File: src/lmr_pkg.sv
// package for the logic/move/rotate execution unit
// assumes a 14-bit single-word instruction and an 8-bit data path
package lmr_pkg;
    // opcode field widths and reset values
    localparam int INSN_W = 14;
    localparam int DATA_W = 8;
    localparam int FADDR_W = 7;
    localparam int PC_W = 13;
    localparam logic [7:0] ACC_RESET = 8'h00;
    localparam logic [12:0] PC_RESET = 13'h0000;
    // field positions
    localparam int DEST_BIT = 7;
    // instruction encodings
    localparam logic [13:0] OP_NOP = 14'h0000;
    localparam logic [13:0] OP_RET_IRQ = 14'h0009;
    localparam logic [5:0] OP_STORE_HI = 6'h00;
    localparam logic [5:0] OP_OR_REG_HI = 6'h04;
    localparam logic [5:0] OP_COPY_HI = 6'h08;
    localparam logic [5:0] OP_ROTATE_HI = 6'h0D;
    localparam logic [5:0] OP_OR_LIT_HI = 6'h38;
    localparam logic [3:0] OP_LOAD_LIT_HI = 4'hC;
    typedef enum logic [2:0] {
        exec_none, exec_store, exec_or_reg, exec_copy, exec_rotate, exec_or_lit, exec_load_lit, exec_ret
    } exec_op_t;
endpackage

File: src/lmr_exec.sv
// one-cycle execution of or/move/rotate/return instructions
// assumes the file register value for the addressed register arrives in the same cycle
`timescale 1ns/1ns
module logic_move_rotate_exec (
    // clock and reset
    input wire logic i_core_clk,
    input wire logic i_sys_rst,
    // instruction issue
    input wire logic i_insn_valid,
    input wire logic [13:0] i_insn,
    // file register read data and stack
    input wire logic [7:0] i_file_rdata,
    input wire logic [12:0] i_stack_top,
    // file register write port
    output logic o_file_we,
    output logic [6:0] o_file_addr,
    output logic [7:0] o_file_wdata,
    // architectural state
    output logic [7:0] o_acc,
    output logic o_result_null_flag,
    output logic o_rotate_out_bit,
    output logic o_global_irq_enable,
    output logic o_pc_load,
    output logic [12:0] o_pc_value,
    output logic o_stack_pop
);
    ////////////////////////////////////////////////////////////////////
    lmr_pkg::exec_op_t op;
    logic dest_reg;
    logic [7:0] result;
    logic [7:0] lit;
    logic [6:0] faddr;
    logic [7:0] next_acc;
    logic next_null, next_carry, next_irq_en;
    logic next_file_we, next_pc_load, next_pop;
    logic [7:0] next_file_wdata;
    logic [6:0] next_file_addr;
    logic [12:0] next_pc_value;
    logic write_flag_z;

    // decode: fields and operation class
    // the return word sits inside the store pattern with bit 7 low, so it is matched first
    always_comb begin
        lit = i_insn[7:0];
        faddr = i_insn[6:0];
        dest_reg = i_insn[lmr_pkg::DEST_BIT];
        op = lmr_pkg::exec_none;
        if (i_insn_valid) begin
            if (i_insn == lmr_pkg::OP_RET_IRQ) begin
                op = lmr_pkg::exec_ret;
            end else if (i_insn[13:10] == lmr_pkg::OP_LOAD_LIT_HI) begin
                op = lmr_pkg::exec_load_lit;
            end else if (i_insn[13:8] == lmr_pkg::OP_OR_LIT_HI) begin
                op = lmr_pkg::exec_or_lit;
            end else if (i_insn[13:8] == lmr_pkg::OP_OR_REG_HI) begin
                op = lmr_pkg::exec_or_reg;
            end else if (i_insn[13:8] == lmr_pkg::OP_COPY_HI) begin
                op = lmr_pkg::exec_copy;
            end else if (i_insn[13:8] == lmr_pkg::OP_ROTATE_HI) begin
                op = lmr_pkg::exec_rotate;
            end else if (i_insn[13:8] == lmr_pkg::OP_STORE_HI && dest_reg) begin
                op = lmr_pkg::exec_store;
            end
        end
    end

    ////////////////////////////////////////////////////////////////////
    // execute: compute result and next state; nop and unknown opcodes change nothing but the file address
    always_comb begin
        result = 8'h00;
        write_flag_z = 1'b0;
        next_acc = o_acc;
        next_null = o_result_null_flag;
        next_carry = o_rotate_out_bit;
        next_irq_en = o_global_irq_enable;
        next_file_we = 1'b0;
        // address follows the field every cycle; only the strobe marks a real write
        next_file_addr = faddr;
        next_file_wdata = o_file_wdata;
        next_pc_load = 1'b0;
        next_pc_value = o_pc_value;
        next_pop = 1'b0;
        unique case (op)
            lmr_pkg::exec_or_lit: begin
                next_acc = o_acc | lit;
                next_null = ((o_acc | lit) == 8'h00);
            end
            lmr_pkg::exec_load_lit: begin
                next_acc = lit;
            end
            lmr_pkg::exec_store: begin
                next_file_we = 1'b1;
                next_file_wdata = o_acc;
            end
            lmr_pkg::exec_or_reg: begin
                result = o_acc | i_file_rdata;
                write_flag_z = 1'b1;
            end
            lmr_pkg::exec_copy: begin
                result = i_file_rdata;
                write_flag_z = 1'b1;
            end
            lmr_pkg::exec_rotate: begin
                result = {i_file_rdata[6:0], o_rotate_out_bit};
                next_carry = i_file_rdata[7];
            end
            lmr_pkg::exec_ret: begin
                next_pc_load = 1'b1;
                next_pc_value = i_stack_top;
                next_pop = 1'b1;
                next_irq_en = 1'b1;
            end
            lmr_pkg::exec_none: begin
            end
        endcase
        // destination routing for register-form instructions
        // rotate keeps write_flag_z low, so the zero flag is left alone for it
        if (op == lmr_pkg::exec_or_reg || op == lmr_pkg::exec_copy || op == lmr_pkg::exec_rotate) begin
            if (dest_reg) begin
                next_file_we = 1'b1;
                next_file_wdata = result;
            end else begin
                next_acc = result;
            end
            if (write_flag_z) begin
                next_null = (result == 8'h00);
            end
        end
    end

    // state registers
    // reset branch loads constants only, so the async path carries no logic
    always_ff @(posedge i_core_clk or posedge i_sys_rst) begin
        if (i_sys_rst) begin
            o_acc <= lmr_pkg::ACC_RESET;
            o_result_null_flag <= 1'b0;
            o_rotate_out_bit <= 1'b0;
            o_global_irq_enable <= 1'b0;
            o_file_we <= 1'b0;
            o_file_addr <= 7'h00;
            o_file_wdata <= 8'h00;
            o_pc_load <= 1'b0;
            o_pc_value <= lmr_pkg::PC_RESET;
            o_stack_pop <= 1'b0;
        end else begin
            o_acc <= next_acc;
            o_result_null_flag <= next_null;
            o_rotate_out_bit <= next_carry;
            o_global_irq_enable <= next_irq_en;
            o_file_we <= next_file_we;
            o_file_addr <= next_file_addr;
            o_file_wdata <= next_file_wdata;
            o_pc_load <= next_pc_load;
            o_pc_value <= next_pc_value;
            o_stack_pop <= next_pop;
        end
    end

    ////////////////////////////////////////////////////////////////////
    // checks
    chk_or_lit_acc: assert property (@(posedge i_core_clk) disable iff (i_sys_rst)
        op == lmr_pkg::exec_or_lit |=> o_acc == ($past(o_acc) | $past(lit)) && o_result_null_flag == (o_acc == 8'h00))
        else $error("or literal result wrong");
    chk_load_lit_flags: assert property (@(posedge i_core_clk) disable iff (i_sys_rst)
        op == lmr_pkg::exec_load_lit |=> o_acc == $past(lit) && $stable(o_result_null_flag) && $stable(o_rotate_out_bit))
        else $error("load literal wrong");
    chk_or_reg_zero: assert property (@(posedge i_core_clk) disable iff (i_sys_rst)
        op == lmr_pkg::exec_or_reg |=> o_result_null_flag == (($past(o_acc) | $past(i_file_rdata)) == 8'h00))
        else $error("or register zero flag wrong");
    chk_dest_acc: assert property (@(posedge i_core_clk) disable iff (i_sys_rst)
        (op == lmr_pkg::exec_copy && !dest_reg) |=> !o_file_we && o_acc == $past(i_file_rdata))
        else $error("destination accumulator wrong");
    chk_dest_file: assert property (@(posedge i_core_clk) disable iff (i_sys_rst)
        (op == lmr_pkg::exec_or_reg && dest_reg) |=> o_file_we && $stable(o_acc) && o_file_addr == $past(faddr))
        else $error("destination register wrong");
    chk_store_acc: assert property (@(posedge i_core_clk) disable iff (i_sys_rst)
        op == lmr_pkg::exec_store |=> o_file_we && o_file_wdata == o_acc && $stable(o_result_null_flag))
        else $error("store accumulator wrong");
    chk_copy_zero: assert property (@(posedge i_core_clk) disable iff (i_sys_rst)
        op == lmr_pkg::exec_copy |=> o_result_null_flag == ($past(i_file_rdata) == 8'h00))
        else $error("copy zero test wrong");
    chk_rotate_carry: assert property (@(posedge i_core_clk) disable iff (i_sys_rst)
        (op == lmr_pkg::exec_rotate && dest_reg) |=> o_rotate_out_bit == $past(i_file_rdata[7])
            && o_file_wdata == {$past(i_file_rdata[6:0]), $past(o_rotate_out_bit)})
        else $error("rotate through carry wrong");
    chk_ret_irq: assert property (@(posedge i_core_clk) disable iff (i_sys_rst)
        op == lmr_pkg::exec_ret |=> o_pc_load && o_stack_pop && o_global_irq_enable
            && o_pc_value == $past(i_stack_top) && $stable(o_result_null_flag)
            ##1 (!o_pc_load || $past(op) == lmr_pkg::exec_ret))
        else $error("return from irq wrong");
    // refused and idle cycles, and the destination paths left open above
    // back-to-back issue is legal, so pulse checks allow a following return
    chk_idle_quiet: assert property (@(posedge i_core_clk) disable iff (i_sys_rst)
        !i_insn_valid |=> $stable(o_acc) && $stable(o_result_null_flag) && $stable(o_rotate_out_bit)
            && !o_file_we && !o_pc_load)
        else $error("idle cycle changed state");
    chk_store_refused: assert property (@(posedge i_core_clk) disable iff (i_sys_rst)
        (i_insn_valid && i_insn[13:7] == 7'h00 && i_insn != lmr_pkg::OP_RET_IRQ) |=> !o_file_we && $stable(o_acc))
        else $error("store with clear bit 7 wrote");
    chk_irq_sticky: assert property (@(posedge i_core_clk) disable iff (i_sys_rst)
        o_global_irq_enable |=> o_global_irq_enable)
        else $error("irq enable dropped");
    chk_rotate_acc: assert property (@(posedge i_core_clk) disable iff (i_sys_rst)
        (op == lmr_pkg::exec_rotate && !dest_reg) |=> !o_file_we
            && o_acc == {$past(i_file_rdata[6:0]), $past(o_rotate_out_bit)})
        else $error("rotate into accumulator wrong");
    chk_rotate_null: assert property (@(posedge i_core_clk) disable iff (i_sys_rst)
        op == lmr_pkg::exec_rotate |=> $stable(o_result_null_flag))
        else $error("rotate touched zero flag");
    chk_copy_file: assert property (@(posedge i_core_clk) disable iff (i_sys_rst)
        (op == lmr_pkg::exec_copy && dest_reg) |=> o_file_we && $stable(o_acc)
            && o_file_wdata == $past(i_file_rdata))
        else $error("copy to register wrong");
    chk_or_reg_acc: assert property (@(posedge i_core_clk) disable iff (i_sys_rst)
        (op == lmr_pkg::exec_or_reg && !dest_reg) |=> o_acc == ($past(o_acc) | $past(i_file_rdata)))
        else $error("or register into accumulator wrong");
    chk_or_reg_wdata: assert property (@(posedge i_core_clk) disable iff (i_sys_rst)
        (op == lmr_pkg::exec_or_reg && dest_reg) |=> o_file_wdata == ($past(o_acc) | $past(i_file_rdata)))
        else $error("or register write data wrong");
endmodule

File: config.mk
export PLATFORM = sky130hd
export DESIGN_NAME = logic_move_rotate_exec
export DESIGN_NICKNAME = d
export VERILOG_FILES = /design/src/lmr_pkg.sv /design/src/lmr_exec.sv
export SDC_FILE = /design/constraint.sdc
export NUM_CORES = 1
export LEC_CHECK = 0
export BUFFER_PORTS_ARGS = -buffer_cell sky130_fd_sc_hd__buf_2
export CAP_MARGIN = 20
export CELL_PAD_IN_SITES_DETAIL_PLACEMENT = 0
export CELL_PAD_IN_SITES_GLOBAL_PLACEMENT = 2
export CORE_MARGIN = 10
export CORE_UTILIZATION = 31
export CTS_CLUSTER_DIAMETER = 60
export CTS_CLUSTER_SIZE = 16
export DETAILED_ROUTE_END_ITERATION = 8
export PLACE_DENSITY_LB_ADDON = 0.25
export SYNTH_ARGS = -nofsm -noshare
export SYNTH_HDL_FRONTEND = slang
export SYNTH_SLANG_ARGS = --single-unit
File: constraint.sdc
create_clock -name i_core_clk -period 2.9 [get_ports i_core_clk]
set_clock_uncertainty 0.2 [all_clocks]
set_input_delay 0.145 -clock i_core_clk [delete_from_list [all_inputs] [get_ports i_core_clk]]
set_output_delay 0.145 -clock i_core_clk [all_outputs]
set_load 0.02 [all_outputs]
### Word level (Yosys, flattened, before mapping)

Index checks and enable logic that the tools add are counted.

| word-level totals | value |
|---|---|
| register bits | 41 |
| output and inout bits | 42 |
| input bits | 38 |
| word-level logic and storage cells | 54 |

| cells by class | value |
|---|---|
| reduce and logical (&&, ||, !) cells | 7 |
| bitwise logic cells | 2 |
| eq/ne operators | 13 |
| multiplexer cells | 23 |

Operators with widths:

| operator | count |
|---|---|
| $mux W8 | 5 |
| $pmux W8 S3 | 1 |
| $mux W3 | 7 |
| $logic_not A8 Y1 | 2 |
| $or A8 B8 Y8 | 2 |
| $pmux W8 S2 | 1 |
| $eq A14 B4 Y1 const B | 1 |
| $eq A3 B3 Y1 const B | 4 |
| $eq A6 B4 Y1 const B | 2 |
| $mux W1 | 9 |
| $eq A3 B2 Y1 const B | 2 |
| $eq A6 B3 Y1 const B | 1 |
| $eq A6 B6 Y1 const B | 1 |
| $logic_not A6 Y1 | 1 |
| $eq A4 B4 Y1 const B | 1 |
| $eq A3 B1 Y1 const B | 1 |
| $logic_or A1 B1 Y1 | 2 |
| $reduce_or A2 Y1 | 1 |
| $logic_and A1 B1 Y1 | 1 |

### Logic depth before layout (Yosys ltp)

| depth | value |
|---|---|
| depth in word-level cells | 15 |
| gate-level depth with buffers | 9 |
| mapped depth without buffers | 7 |

### Least setup slack after synthesis

No wires, ideal clock.

| path | value |
|---|---|
| kind | input -> register |
| start | input port i_insn[13] |
| end | register o_pc_value[0] |
| stages on the path | 8 |
| library setup time | 0.125 ns |
| setup slack | 0.707 ns |
| data required time | 2.575 ns |
| data arrival time | 1.868 ns |
| buffers on the path | 2 |
| path through | nor4_2 > nand4_1 > buf_2 > a21bo_2 > nand2_1 > nor2_2 > buf_4 > mux2_2 |

| on the way | value |
|---|---|
| longest elaborated chain between the ends | 11 |
| elaborated cells on any way between the ends | 17 |
| those cells by class | eq/ne (7); mux (8); reduce/logical (2) |

Ends and longest elaborated chain:

| what | RTL line | RTL |
|---|---|---|
| start: declaration | lmr_exec.sv:10 | `input wire logic [13:0] i_insn,` |
| $logic_not A6 Y1 | lmr_exec.sv:61 | `end else if (i_insn[13:8] == lmr_pkg::OP_STORE_HI && dest_reg) begin` |
| $logic_and A1 B1 Y1 | lmr_exec.sv:61 |  |
| $mux W1 | lmr_exec.sv:61 |  |
| $mux W3 | lmr_exec.sv:59 | `end else if (i_insn[13:8] == lmr_pkg::OP_ROTATE_HI) begin` |
| $mux W3 | lmr_exec.sv:57 | `end else if (i_insn[13:8] == lmr_pkg::OP_COPY_HI) begin` |
| $mux W3 | lmr_exec.sv:55 | `end else if (i_insn[13:8] == lmr_pkg::OP_OR_REG_HI) begin` |
| $mux W3 | lmr_exec.sv:53 | `end else if (i_insn[13:8] == lmr_pkg::OP_OR_LIT_HI) begin` |
| $mux W3 | lmr_exec.sv:51 | `end else if (i_insn[13:10] == lmr_pkg::OP_LOAD_LIT_HI) begin` |
| $mux W3 * | lmr_exec.sv:49 | `if (i_insn == lmr_pkg::OP_RET_IRQ) begin` |
| $mux W3 * | lmr_exec.sv:48 | `if (i_insn_valid) begin` |
| $eq A3 B3 Y1 * | lmr_exec.sv:83 | `unique case (op)` |
| end signal: assignment | lmr_exec.sv:143 | `o_pc_value <= lmr_pkg::PC_RESET;` |
| end signal: assignment | lmr_exec.sv:154 | `o_pc_value <= next_pc_value;` |
| end: declaration | lmr_exec.sv:24 | `output logic [12:0] o_pc_value,` |

Mark *: on every way between the ends. The rest lies on a longest branch, timed or not.
A chain may end at the register's enable or synchronous reset.

### Worst setup path after layout

| path | value |
|---|---|
| start | input port i_insn[1] |
| end | register o_result_null_flag |

| on the way | value |
|---|---|
| longest elaborated chain between the ends | 8 |
| elaborated cells on any way between the ends | 18 |
| those cells by class | eq/ne (5); mux (7); bitwise (1); reduce/logical (5) |

Ends and longest elaborated chain:

| what | RTL line | RTL |
|---|---|---|
| $eq A14 B4 Y1 | lmr_exec.sv:49 |  |
| $mux W3 | lmr_exec.sv:49 |  |
| $mux W3 | lmr_exec.sv:48 |  |
| $eq A3 B3 Y1 or $eq A3 B2 Y1 (tied branches) | lmr_exec.sv:83, lmr_exec.sv:118 |  |
| $pmux W8 S3 or $reduce_or A2 Y1 (tied branches) | - |  |
| $logic_not A8 Y1 or $mux W1 (tied branches) | lmr_exec.sv:126, lmr_exec.sv:83 |  |
| $mux W1 | lmr_exec.sv:125 | `if (write_flag_z) begin` |
| $mux W1 * | lmr_exec.sv:118 | `if (op == lmr_pkg::exec_or_reg \|\| op == lmr_pkg::exec_copy \|\| op == lmr_pkg::exec_rotate) begin` |
| via next_null | lmr_exec.sv:34 | `logic next_null, next_carry, next_irq_en;` |
| end signal: assignment | lmr_exec.sv:147 | `o_result_null_flag <= next_null;` |
| end: declaration | lmr_exec.sv:20 | `output logic o_result_null_flag,` |

The timed path passes the listed nets; every way through them passes the cells marked *.

==> results.json <==
{
  "status": "complete, no violations",
  "die_y_um": 100.0,
  "cts_tree": "yes",
  "switching_power_w": 0.0004445,
  "total_power_w": 0.001411,
  "rsz0062_at_grt": "false",
  "cts_resized": 0,
  "grt_pass1_wl_um": 10380,
  "area_growth_pct": 44.17,
  "synthArstFlopShare_pct": 100.0,
  "fill_cells": 628,
  "htreeDepth": 2,
  "vdd_ir_drop_max_mv": 0.2282,
  "period_needed_ps": 2719,
  "synth_top_cell_by_area": "dfrtp_1",
  "min_period_over_period_pct": 93.75,
  "remaining_drc_errors": 0,
  "synthCells": 176,
  "cts_root_buf": "clkbuf_8",
  "yosys_warnings": 0,
  "dieWidth_um": 100.0,
  "nets": 327,
  "crit_type": "in2reg",
  "seq_area_um2": 1026,
  "power_frac_comb_pct": 23.6,
  "floorplan.initialDensity_pct": 31.63,
  "timing.final.max_slew_violations": 0,
  "power_density_nw_per_um2": 492.9,
  "cts.sinks": 41,
  "setup_tns_ps": 0,
  "synth_seq_cells": 41,
  "place_inst": 335,
  "whs_ps": 79.99,
  "hpwl_um": 4707,
  "synth_edf_count": 0,
  "p_sw_share_pct": 31.50,
  "setup_viol": 0,
  "synthFlopType": "dfrtp_1",
  "path_clk_slew_ps": 80,
  "layout-drive-gt1-share_pct": 41.87,
  "grt_max_degree": 42,
  "vias": 1848,
  "syn_avg_cell_area_um2": 11.28,
  "path_cells": "dlygate4sd3_1 > buf_2 > nor4_1 > buf_4 > nand4_1 > and3_1 > buf_4 > a32o_1 > nor4_1 > nand2_1 > a21oi_1",
  "power.leakage_nw": 1.478,
  "drtIter0Drc": 80,
  "row_count": 29,
  "internal-power_w": 0.0009665,
  "routed_wirelength_um": 6453,
  "multi_input_area_um2": 892.1,
  "cp.arrival_ps": 2740,
  "gp_congestion": 0.7712,
  "core_area_um2": 6277,
  "grtUsageTotal_pct": 12.67,
  "insertion_delay_ps": 290,
  "critPathLaunchType": "input pin",
  "clockBufferDepth": 2,
  "worstPathMaxFanout": 5,
  "wl_per_cell_um": 17.63,
  "tightest_slew_ps": 967.1,
  "synth_area_um2": 1986,
  "end_kind": "register",
  "synth.top_cell.area_share_pct": 51.67,
  "post_drt_via_cell_ratio": 5.049,
  "ys_types": 39,
  "sequentialPowerShare_pct": 48.7,
  "cts_setup_buffers": 0,
  "synth_fp_nets": 214,
  "cts-buffers-inserted": 5,
  "clock.fmax_ghz": 0.3678,
  "antenna_found_initial": 0,
  "cpPeakStageDelay_ps": 530,
  "ios": 80,
  "seq_area_frac_synth_pct": 51.67,
  "firstDrtPassIters": 4,
  "worstPathRequired_ps": 2920,
  "dieArea_um2": 10010,
  "final_hold_viol_count": 0,
  "instances_no_fill": 366,
  "ant_nets": 0,
  "reg2reg_slack_ps": 1060,
  "drv_cap": 0,
  "clkPwrFrac_pct": 27.7,
  "slew_headroom_pct": 35.29,
  "yosys-top-cells-area": "dfrtp_1 (52%), mux2_2 (7.4%), a32o_1 (4.0%)",
  "overflow": 0,
  "port_buffers": 79,
  "hold_path_class": "in2reg",
  "n_antenna_cell": 0,
  "crit_path_top_delay_cell": "dlygate4sd3_1",
  "grt_pass1_vias": 1973
}
[power groups by stage]
stage	clock network, W	registers [W]	logic [W]
after global routing	0.000424	0.000698	0.000364
after detailed placement	0	0.000699	0.000314
after CTS	0.000403	0.000689	0.000337
final	0.000391	0.000688	0.000333
after floorplan	0	0.000768	0.000100
after global placement	0	0.000699	0.000312
[cells in the final DEF, fill, tap and decap left out, types with 2 or more instances in the layout]
master         instances
inv_1                  2
a32o_1                 8
dlygate4sd3_1         23
nand2_1               21
mux2i_1                8
a41o_1                 8
nand2b_1               3
buf_4                 14
and3_1                 2
buf_2                 79
mux2_2                13
a22oi_1                7
o21ai_0               13
nand4_1                2
nor4_1                 4
or4_1                  2
o21ai_1                2
nand3_1                2
clkbuf_8               6
nand3_2                2
nor2_1                 4
dfrtp_1               41
xor2_1                 2
a21oi_1                4
[sequential cells by signal (all words and copies together) (netlist names)]
signal	count
o_pc_value	13
o_acc	8
o_global_irq_enable	1
o_file_addr	7
o_file_wdata	8
o_stack_pop	1
o_file_we	1
o_rotate_out_bit	1
o_result_null_flag	1
[Yosys cell counts (4+ instances only)]
cell type and n:
mux2i_1 8, nor4_1 4, clkbuf_1 5, a22oi_1 7, a21oi_1 4, a32o_1 8, mux2_2 13, nor2_1 4
dfrtp_1 41, a41o_1 8, o21ai_0 13, nand2_1 21
[through the flow]
step	util, %	setup slack, ps	instance area, µm²
3_5_place_dp	40.38	21.55	2535
4_1_cts	45.49	143.8	2855
5_1_grt	45.60	5.098	2863
3_3_place_gp	40.38	142.0	2535
2_1_floorplan	-	706.8	1986
6_report	45.60	181.3	2863
[worst max-delay path, delay by kind of cell]
family / cells / cell delay (ps)
AND/OR/NAND/NOR: 5 / 1150
buffers and inverters: 4 / 1030
AO/OA/AOI/OAI: 2 / 430
[what timing repair did]
action	CTS	global route
endpoints found under the setup margin	0	0
hold endpoints to repair	66	0
hold buffers	23	0
[final timing paths]
kind / from / end / cells past startpoint
max in group asynchronous: i_sys_rst / o_acc[0] / 4
worst min-delay path: i_insn_valid / o_stack_pop / 4
min in group asynchronous: i_sys_rst / o_pc_value[2] / 4
worst min register to register: o_global_irq_enable / o_global_irq_enable / 1
worst max-delay path: i_insn[1] / o_result_null_flag / 11
worst max register to register: o_acc[2] / o_result_null_flag / 6
[cell families after synthesis]
family	count (synthesis)	synth area share, %
multiplexers	22	11.97
flip-flops	41	51.67
buffers and inverters	13	3.402
AO/OA/AOI/OAI	46	17.27
XOR/XNOR	2	0.8823
AND/OR/NAND/NOR	52	14.81
[cell type report]
| type | count | share of cell area (%) |
|---|---|---|
| Clock inverter | 1 | 0.2622 |
| Tap cell | 77 | 3.365 |
| Timing Repair Buffer | 117 | 26.22 |
| Multi-Input combinational cell | 122 | 31.16 |
| Sequential cell | 41 | 35.84 |
| Clock buffer | 6 | 2.885 |
| Inverter | 2 | 0.2622 |
[layer usage]
metal / vias up / global-route usage [%] / wire length [µm]
li1: 893 / - / -
met1: 896 / 15.55 / 2957
met2: 53 / 21.35 / 3073
met3: 6 / 3.709 / 377
met4: 0 / 2.935 / 44
met5: - / 0 / 0
Note: power is estimated with default switching activity, not from simulation.
